--- config.mk ---
export PLATFORM = sky130hd
export DESIGN_NAME = mlcr_regs
export DESIGN_NICKNAME = d
export VERILOG_FILES = /design/src/mlcr_pkg.sv /design/src/mlcr_regs.sv
export SDC_FILE = /design/constraint.sdc
export NUM_CORES = 1
export LEC_CHECK = 0
export ABC_AREA = 0
export BUFFER_PORTS_ARGS = -buffer_cell sky130_fd_sc_hd__buf_2
export CAP_MARGIN = 15
export CORE_AREA = 2 2 144 146
export CTS_BUF_LIST = sky130_fd_sc_hd__clkbuf_8
export DETAILED_ROUTE_END_ITERATION = 6
export DIE_AREA = 0 0 146 148
export PLACE_DENSITY = 0.81
export SLEW_MARGIN = 20
export SYNTH_ARGS = -nofsm -noshare
export SYNTH_HDL_FRONTEND = slang
export SYNTH_SLANG_ARGS = --single-unit
export TNS_END_PERCENT = 10
--- constraint.sdc ---
create_clock -name CLK_I -period 10.9 [get_ports CLK_I]
set_input_delay 0.545 -clock CLK_I [delete_from_list [all_inputs] [get_ports CLK_I]]
set_output_delay 0.545 -clock CLK_I [all_outputs]
set_load 0.05 [all_outputs]
--- src/mlcr_pkg.sv ---
// Purpose: constants for the motor loop configuration register bank
// Assumes: apb slave, 32-bit data, registers at index*4
// Notes: offsets are word indices, byte address is index times four
package mlcr_pkg;
  // word indices (0x8e is not a multiple of four, so these are not byte addresses)
  localparam logic [7:0] GAINS_A_IDX = 8'h8c;
  localparam logic [7:0] GAINS_B_IDX = 8'h8e;
  localparam logic [7:0] PROFILE1_IDX = 8'h94;
  localparam logic [9:0] GAINS_A_ADDR = {GAINS_A_IDX, 2'b00};
  localparam logic [9:0] GAINS_B_ADDR = {GAINS_B_IDX, 2'b00};
  localparam logic [9:0] PROFILE1_ADDR = {PROFILE1_IDX, 2'b00};
  // reset values
  localparam logic [31:0] GAINS_A_RST = 32'h0000_0000;
  localparam logic [31:0] GAINS_B_RST = 32'h0000_0000;
  localparam logic [31:0] PROFILE1_RST = 32'h0000_0000;
  // field positions
  localparam int PARITY_POS = 31;
  localparam int BEMF_LSB = 23;
  localparam int CKP_LSB = 13;
  localparam int CKI_LSB = 3;
  localparam int SKP_HI_LSB = 0;
  localparam int SKP_LO_LSB = 24;
  localparam int SKI_LSB = 14;
  localparam int MAXSPD_LSB = 0;
  localparam int PROF_MODE_LSB = 29;
  localparam int DUTY_ON_LSB = 21;
  // maximum speed scale: electrical hz = field / 6
  localparam logic [13:0] MAXSPD_DIV = 14'h0006;
  // turn-on duty scale: percent = field * 100 / 255
  localparam logic [15:0] PCT_SCALE = 16'h0064;
  localparam logic [15:0] DUTY_FULL = 16'h00ff;
  typedef enum logic [1:0] {
    PROF_SPEED_REF,
    PROF_LINEAR,
    PROF_STAIRCASE,
    PROF_FWD_REV
  } mlcr_profile_t;
endpackage

--- src/mlcr_regs.sv ---
// Purpose: configuration register bank for a sensorless motor control loop
// Assumes: apb master, zero-wait slave, single clock, synchronous active-low reset
// Notes: gains given as mantissa (8 lsb) and decade exponent (2 msb)
`timescale 1ns/100ps
module mlcr_regs (
  input wire logic CLK_I,
  input wire logic RESET_N_I,
  input wire logic PSEL_I,
  input wire logic PENABLE_I,
  input wire logic PWRITE_I,
  input wire logic [11:0] PADDR_I,
  input wire logic [31:0] PWDATA_I,
  input wire logic [3:0] PSTRB_I,
  output logic [31:0] PRDATA_O,
  output logic PREADY_O,
  output logic PSLVERR_O,
  input wire logic [9:0] AUTO_CUR_KP_I,
  input wire logic [9:0] AUTO_CUR_KI_I,
  input wire logic [9:0] AUTO_SPD_KP_I,
  input wire logic [9:0] AUTO_SPD_KI_I,
  output logic [7:0] BACK_EMF_CONSTANT_O,
  output logic [9:0] CUR_Q_KP_O,
  output logic [9:0] CUR_D_KP_O,
  output logic [9:0] CUR_KI_O,
  output logic [9:0] SPD_KP_O,
  output logic [9:0] SPD_KI_O,
  output logic CUR_KP_AUTO_O,
  output logic CUR_KI_AUTO_O,
  output logic SPD_KP_AUTO_O,
  output logic SPD_KI_AUTO_O,
  output logic [13:0] MAX_SPEED_O,
  output logic [11:0] MAX_ELEC_HZ_O,
  output logic [1:0] PROFILE_MODE_O,
  output logic [7:0] PROFILE_TURN_ON_DUTY_O,
  output logic [6:0] TURN_ON_DUTY_PCT_O
);
  logic [31:0] gains_a_q;
  logic [31:0] gains_b_q;
  logic [31:0] profile_q;
  logic [31:0] rdata_q;
  logic err_q;
  logic access;
  logic hit_a;
  logic hit_b;
  logic hit_p;
  logic [31:0] bmask;
  logic [9:0] current_prop_gain;
  logic [9:0] current_integral_gain;
  logic [9:0] speed_prop_gain;
  logic [9:0] speed_integral_gain;
  logic [13:0] max_speed;
  logic [15:0] duty_prod;

  assign access = PSEL_I && PENABLE_I;
  assign hit_a = PADDR_I[11:2] == {2'b00, mlcr_pkg::GAINS_A_IDX};
  assign hit_b = PADDR_I[11:2] == {2'b00, mlcr_pkg::GAINS_B_IDX};
  assign hit_p = PADDR_I[11:2] == {2'b00, mlcr_pkg::PROFILE1_IDX};
  assign bmask = {{8{PSTRB_I[3]}}, {8{PSTRB_I[2]}}, {8{PSTRB_I[1]}}, {8{PSTRB_I[0]}}};

  // register writes, byte lanes honoured
  always_ff @(posedge CLK_I) begin
    if (!RESET_N_I) begin
      gains_a_q <= mlcr_pkg::GAINS_A_RST;
    end else if (access && PWRITE_I && hit_a) begin
      gains_a_q <= (gains_a_q & ~bmask) | (PWDATA_I & bmask);
    end
  end

  always_ff @(posedge CLK_I) begin
    if (!RESET_N_I) begin
      gains_b_q <= mlcr_pkg::GAINS_B_RST;
    end else if (access && PWRITE_I && hit_b) begin
      gains_b_q <= (gains_b_q & ~bmask) | (PWDATA_I & bmask);
    end
  end

  always_ff @(posedge CLK_I) begin
    if (!RESET_N_I) begin
      profile_q <= mlcr_pkg::PROFILE1_RST;
    end else if (access && PWRITE_I && hit_p) begin
      profile_q <= (profile_q & ~bmask) | (PWDATA_I & bmask);
    end
  end

  // read data and error, registered at the setup-phase edge (PSEL_I high, PENABLE_I low)
  always_ff @(posedge CLK_I) begin
    if (!RESET_N_I) begin
      rdata_q <= 32'h0000_0000;
      err_q <= 1'b0;
    end else if (PSEL_I && !PENABLE_I) begin
      err_q <= !(hit_a || hit_b || hit_p);
      if (hit_a) begin
        rdata_q <= gains_a_q;
      end else if (hit_b) begin
        rdata_q <= gains_b_q;
      end else if (hit_p) begin
        rdata_q <= profile_q;
      end else begin
        rdata_q <= 32'h0000_0000;
      end
    end
  end

  assign PRDATA_O = rdata_q;
  assign PREADY_O = 1'b1;
  assign PSLVERR_O = access && err_q;

  // field extraction
  assign BACK_EMF_CONSTANT_O = gains_a_q[mlcr_pkg::BEMF_LSB +: 8];
  assign current_prop_gain = gains_a_q[mlcr_pkg::CKP_LSB +: 10];
  assign current_integral_gain = gains_a_q[mlcr_pkg::CKI_LSB +: 10];
  assign speed_prop_gain = {gains_a_q[mlcr_pkg::SKP_HI_LSB +: 3],
                            gains_b_q[mlcr_pkg::SKP_LO_LSB +: 7]};
  assign speed_integral_gain = gains_b_q[mlcr_pkg::SKI_LSB +: 10];
  assign max_speed = gains_b_q[mlcr_pkg::MAXSPD_LSB +: 14];

  // one selector per gain, so each field overrides only its own auto value
  logic [9:0] cur_kp;
  mlcr_gain_sel #(
    .WIDTH(10)
  ) u_cur_kp (
    .clk_i(CLK_I),
    .field_i(current_prop_gain),
    .auto_gain_i(AUTO_CUR_KP_I),
    .gain_o(cur_kp),
    .auto_o(CUR_KP_AUTO_O)
  );
  assign CUR_Q_KP_O = cur_kp;
  assign CUR_D_KP_O = cur_kp;

  mlcr_gain_sel #(
    .WIDTH(10)
  ) u_cur_ki (
    .clk_i(CLK_I),
    .field_i(current_integral_gain),
    .auto_gain_i(AUTO_CUR_KI_I),
    .gain_o(CUR_KI_O),
    .auto_o(CUR_KI_AUTO_O)
  );

  mlcr_gain_sel #(
    .WIDTH(10)
  ) u_spd_kp (
    .clk_i(CLK_I),
    .field_i(speed_prop_gain),
    .auto_gain_i(AUTO_SPD_KP_I),
    .gain_o(SPD_KP_O),
    .auto_o(SPD_KP_AUTO_O)
  );

  mlcr_gain_sel #(
    .WIDTH(10)
  ) u_spd_ki (
    .clk_i(CLK_I),
    .field_i(speed_integral_gain),
    .auto_gain_i(AUTO_SPD_KI_I),
    .gain_o(SPD_KI_O),
    .auto_o(SPD_KI_AUTO_O)
  );

  // derived values
  assign MAX_SPEED_O = max_speed;
  logic [13:0] hz_full;
  logic [11:0] max_elec_hz_q;
  assign hz_full = max_speed / mlcr_pkg::MAXSPD_DIV;

  // quotient is at most 2730, so the top two bits are always zero
  always_ff @(posedge CLK_I) begin
    max_elec_hz_q <= hz_full[11:0];
  end
  assign MAX_ELEC_HZ_O = max_elec_hz_q;

  mlcr_pkg::mlcr_profile_t profile_mode;
  assign profile_mode =
    mlcr_pkg::mlcr_profile_t'(profile_q[mlcr_pkg::PROF_MODE_LSB +: 2]);
  assign PROFILE_MODE_O = profile_mode;

  assign PROFILE_TURN_ON_DUTY_O = profile_q[mlcr_pkg::DUTY_ON_LSB +: 8];
  assign duty_prod = 16'(PROFILE_TURN_ON_DUTY_O) * mlcr_pkg::PCT_SCALE;
  logic [15:0] pct_full;
  logic [6:0] duty_pct_q;
  assign pct_full = duty_prod / mlcr_pkg::DUTY_FULL;

  // quotient is at most 100, fits seven bits
  always_ff @(posedge CLK_I) begin
    duty_pct_q <= pct_full[6:0];
  end
  assign TURN_ON_DUTY_PCT_O = duty_pct_q;
endmodule

module mlcr_gain_sel #(
  parameter int WIDTH = 10
) (
  input wire logic clk_i,
  input wire logic [WIDTH-1:0] field_i,
  input wire logic [WIDTH-1:0] auto_gain_i,
  output logic [WIDTH-1:0] gain_o,
  output logic auto_o
);
  logic auto_d;
  logic [WIDTH-1:0] gain_d;
  logic auto_q;
  logic [WIDTH-1:0] gain_q;

  // a zero field hands the gain back to the loop's own calculation
  assign auto_d = field_i == '0;
  assign gain_d = auto_d ? auto_gain_i : field_i;

  // gain and flag registered on the same edge so they never disagree
  always_ff @(posedge clk_i) begin
    gain_q <= gain_d;
  end

  always_ff @(posedge clk_i) begin
    auto_q <= auto_d;
  end

  assign gain_o = gain_q;
  assign auto_o = auto_q;
endmodule
==> results.ini <==
[outcome]
status = finished clean

[cells_and_area]
final_cell_mix = buf_2, dfxtp_1, nand2_1, mux2i_1, nor2b_1
final_core_util_pct = 62.8
layout.nets = 1541
multiInputGateArea_um2 = 6650
instances_no_fill = 1696
area_delta_synth_final_pct = 12.2
final_common_cell = buf_2
layout-drive-gt1-share_pct = 22.4
fillers = 1760
seq_area_um2 = 3840

[sta]
whs_ns = 0.262
tightestPinTransition_ns = 1.05
layout_min_cycle_time_ns = 9.35
setup_violations = 0
finalHoldViolCount = 0
relSlewSlack_pct = 29.7
rsz0062_at_grt = false
fin_crit_sh_pct = 85.7
slew_violations = 0
tns_ns = 0
max_freq_ghz = 0.107
fin_skew_ns = 0.0133

[yosys]
synth_fp_nets = 1404
netlist.area_leader.share_pct = 34.2
ys_ff_latch = 192
synth_top_cell_by_area = dfxtp_1
synth.distinct_cells = 98
yosys_warnings = 0
syn_inst = 1274
ys_top_cells_by_area = dfxtp_1, mux2i_1, nand2_1, nor2b_1, ha_1
synthFlopType = dfxtp_1
syn_area_per_cell_um2 = 8.81
synth_area_um2 = 11200
synthArstFlopShare_pct = 0
yosysSeqAreaShare_pct = 34.2
synth_edf_count = 0

[min_path]
hold-path-endpoint = u_cur_ki.gain_o[4]$_DFF_P_
hold_path_depth = 2
worstHoldPathType = input port to flip-flop
worstHoldStart = AUTO_CUR_KI_I[4]

[drt]
drt_iter0_markers = 710
dr.pass1.iters = 6
via_count = 10100
wire_per_inst_um = 18.0
drt-vias-per-instance = 5.97
wirelength_mm = 30.5
ant_nets = 0
drc_errors = 0

[run]
cap_violations = 0

[clock_network]
post_cts_buffers = 0
hold_buffers = 0
h-tree-depth = 4
path_clk_slew_ns = 0.10
cts.path.max_buffers = 2
cts.sinks = 192
clkLatencyLatePin_ns = 0.47
cts_root_buf = clkbuf_8
cts_resized = 0
cts_buffers = 17
tritoncts = built

[worst_setup_path]
cp-end-kind = flip-flop
critPathKind = flip-flop to flip-flop
critical_path_arrival_ns = 9.72
cp_data_required_time_ns = 11.28
path_max_fanout = 18
reg2regPathDepth = 29
crit_slowest_cell = nor3b_2
critPathTopFamily = compound AO/OA/AOI/OAI gates
rr_endpoint = TURN_ON_DUTY_PCT_O[0]$_DFF_P_
start_kind = flip-flop
cpMostUsedCell = ha_1
rrSetupSlack_ns = 1.55
slowest_delay_ns = 0.80
critPathBufInv = 3

[global_route]
antenna_found_initial = 2
grt_max_degree = 130
grt_usage_pct = 27.5
grt_pass1_wl_mm = 48.3
grt-ovfl-total = 0
grt_pass1_vias = 9374

[power_and_ir_drop]
seqPwrFrac_pct = 53.5
power_frac_clock_pct = 36.0
switchingPower_mw = 0.370
p_leak_nw = 5.85
p_sw_share_pct = 27.4
fin_total_pwr_mw = 1.35
p_int_mw = 0.980
combPwrFrac_pct = 10.5
irDropWorstVdd_mv = 0.0915
powerDensity_nw_per_um2 = 107

[floorplan]
initial_utilization_pct = 56.0
core_area_um2 = 20000
dieArea_um2 = 21600
pin_count = 232
rows = 52
fp.dieH_um = 148
die_w_um = 146

[placed_design]
io_buffers = 228
dpl.hpwl_mm = 22.4
dpl.cell_count = 1662
place.gp.congestion = 0.924

-- synth_stat cells, drive strengths merged, types with 17 or more instances --
| library cell | instances |
|---|---|
| dfxtp | 192 |
| nand2 | 126 |
| mux2i | 99 |
| nor2b | 74 |
| clkbuf | 66 |
| buf | 52 |
| nand3 | 50 |
| a21o | 49 |
| nor2 | 49 |
| o21ai | 39 |
| a21oi | 37 |
| a21boi | 35 |
| ha | 34 |
| inv | 34 |
| nor3 | 33 |
| o211ai | 33 |
| o211a | 32 |
| xnor2 | 20 |
| or4 | 17 |
-- power by group through the flow --
stage	combinational, mW	sequential [mW]	clock, mW
floorplan	0.0468	0.789	0
global placement	0.140	0.738	0
detailed placement	0.141	0.738	0
CTS	0.142	0.722	0.491
global route	0.148	0.724	0.525
finish	0.142	0.722	0.486
-- cell type report --
cell class	count	share of cell area [%]
multi-input cells	929	52.8
clock buffers	19	2.08
diodes	2	0.0397
repair buffers	236	9.59
well taps	270	2.68
flip-flops and latches	192	30.5
inverters	35	1.06
clock inverters	13	1.21
-- cell families after synthesis --
logic type	count (synthesis)	share of synthesized area [%]
AND/OR/NAND/NOR	434	20.6
AO/OA/AOI/OAI	327	22.6
flip-flops	192	34.2
buffers and inverters	153	6.74
multiplexers	101	9.03
adder cells (fa/ha/maj)	37	4.32
XOR/XNOR	29	2.46
other	1	0.0334
-- worst max-delay path by stage --
stage                   start                             to  slack, ns  cells after the start
floorplan           flip-flop  TURN_ON_DUTY_PCT_O[0]$_DFF_P_       2.78                     30
global placement    flip-flop  TURN_ON_DUTY_PCT_O[0]$_DFF_P_       1.78                     31
detailed placement  flip-flop  TURN_ON_DUTY_PCT_O[0]$_DFF_P_       1.66                     30
CTS                 flip-flop  TURN_ON_DUTY_PCT_O[0]$_DFF_P_       1.68                     30
global route        flip-flop  TURN_ON_DUTY_PCT_O[0]$_DFF_P_       0.91                     30
finish              flip-flop  TURN_ON_DUTY_PCT_O[0]$_DFF_P_       1.55                     29
-- per-layer routing --
layer | GRT usage [%] | vias to the layer above | wire length, um
met3 | 6.23 | 58 | 2130
met5 | 0 | - | 0
met1 | 36.2 | 4812 | 13400
li1 | - | 4861 | -
met2 | 44.2 | 399 | 14100
met4 | 10.3 | 0 | 866
-- stage by stage --
stage / cell area, um2 / setup WS (ns)
3_3_place_gp: 12200 / 1.78
6_report: 12600 / 1.55
5_1_grt: 12600 / 0.907
3_5_place_dp: 12200 / 1.66
2_1_floorplan: 11200 / 2.78
4_1_cts: 12600 / 1.68
No activity file was read; power rests on OpenSTA's default activity.
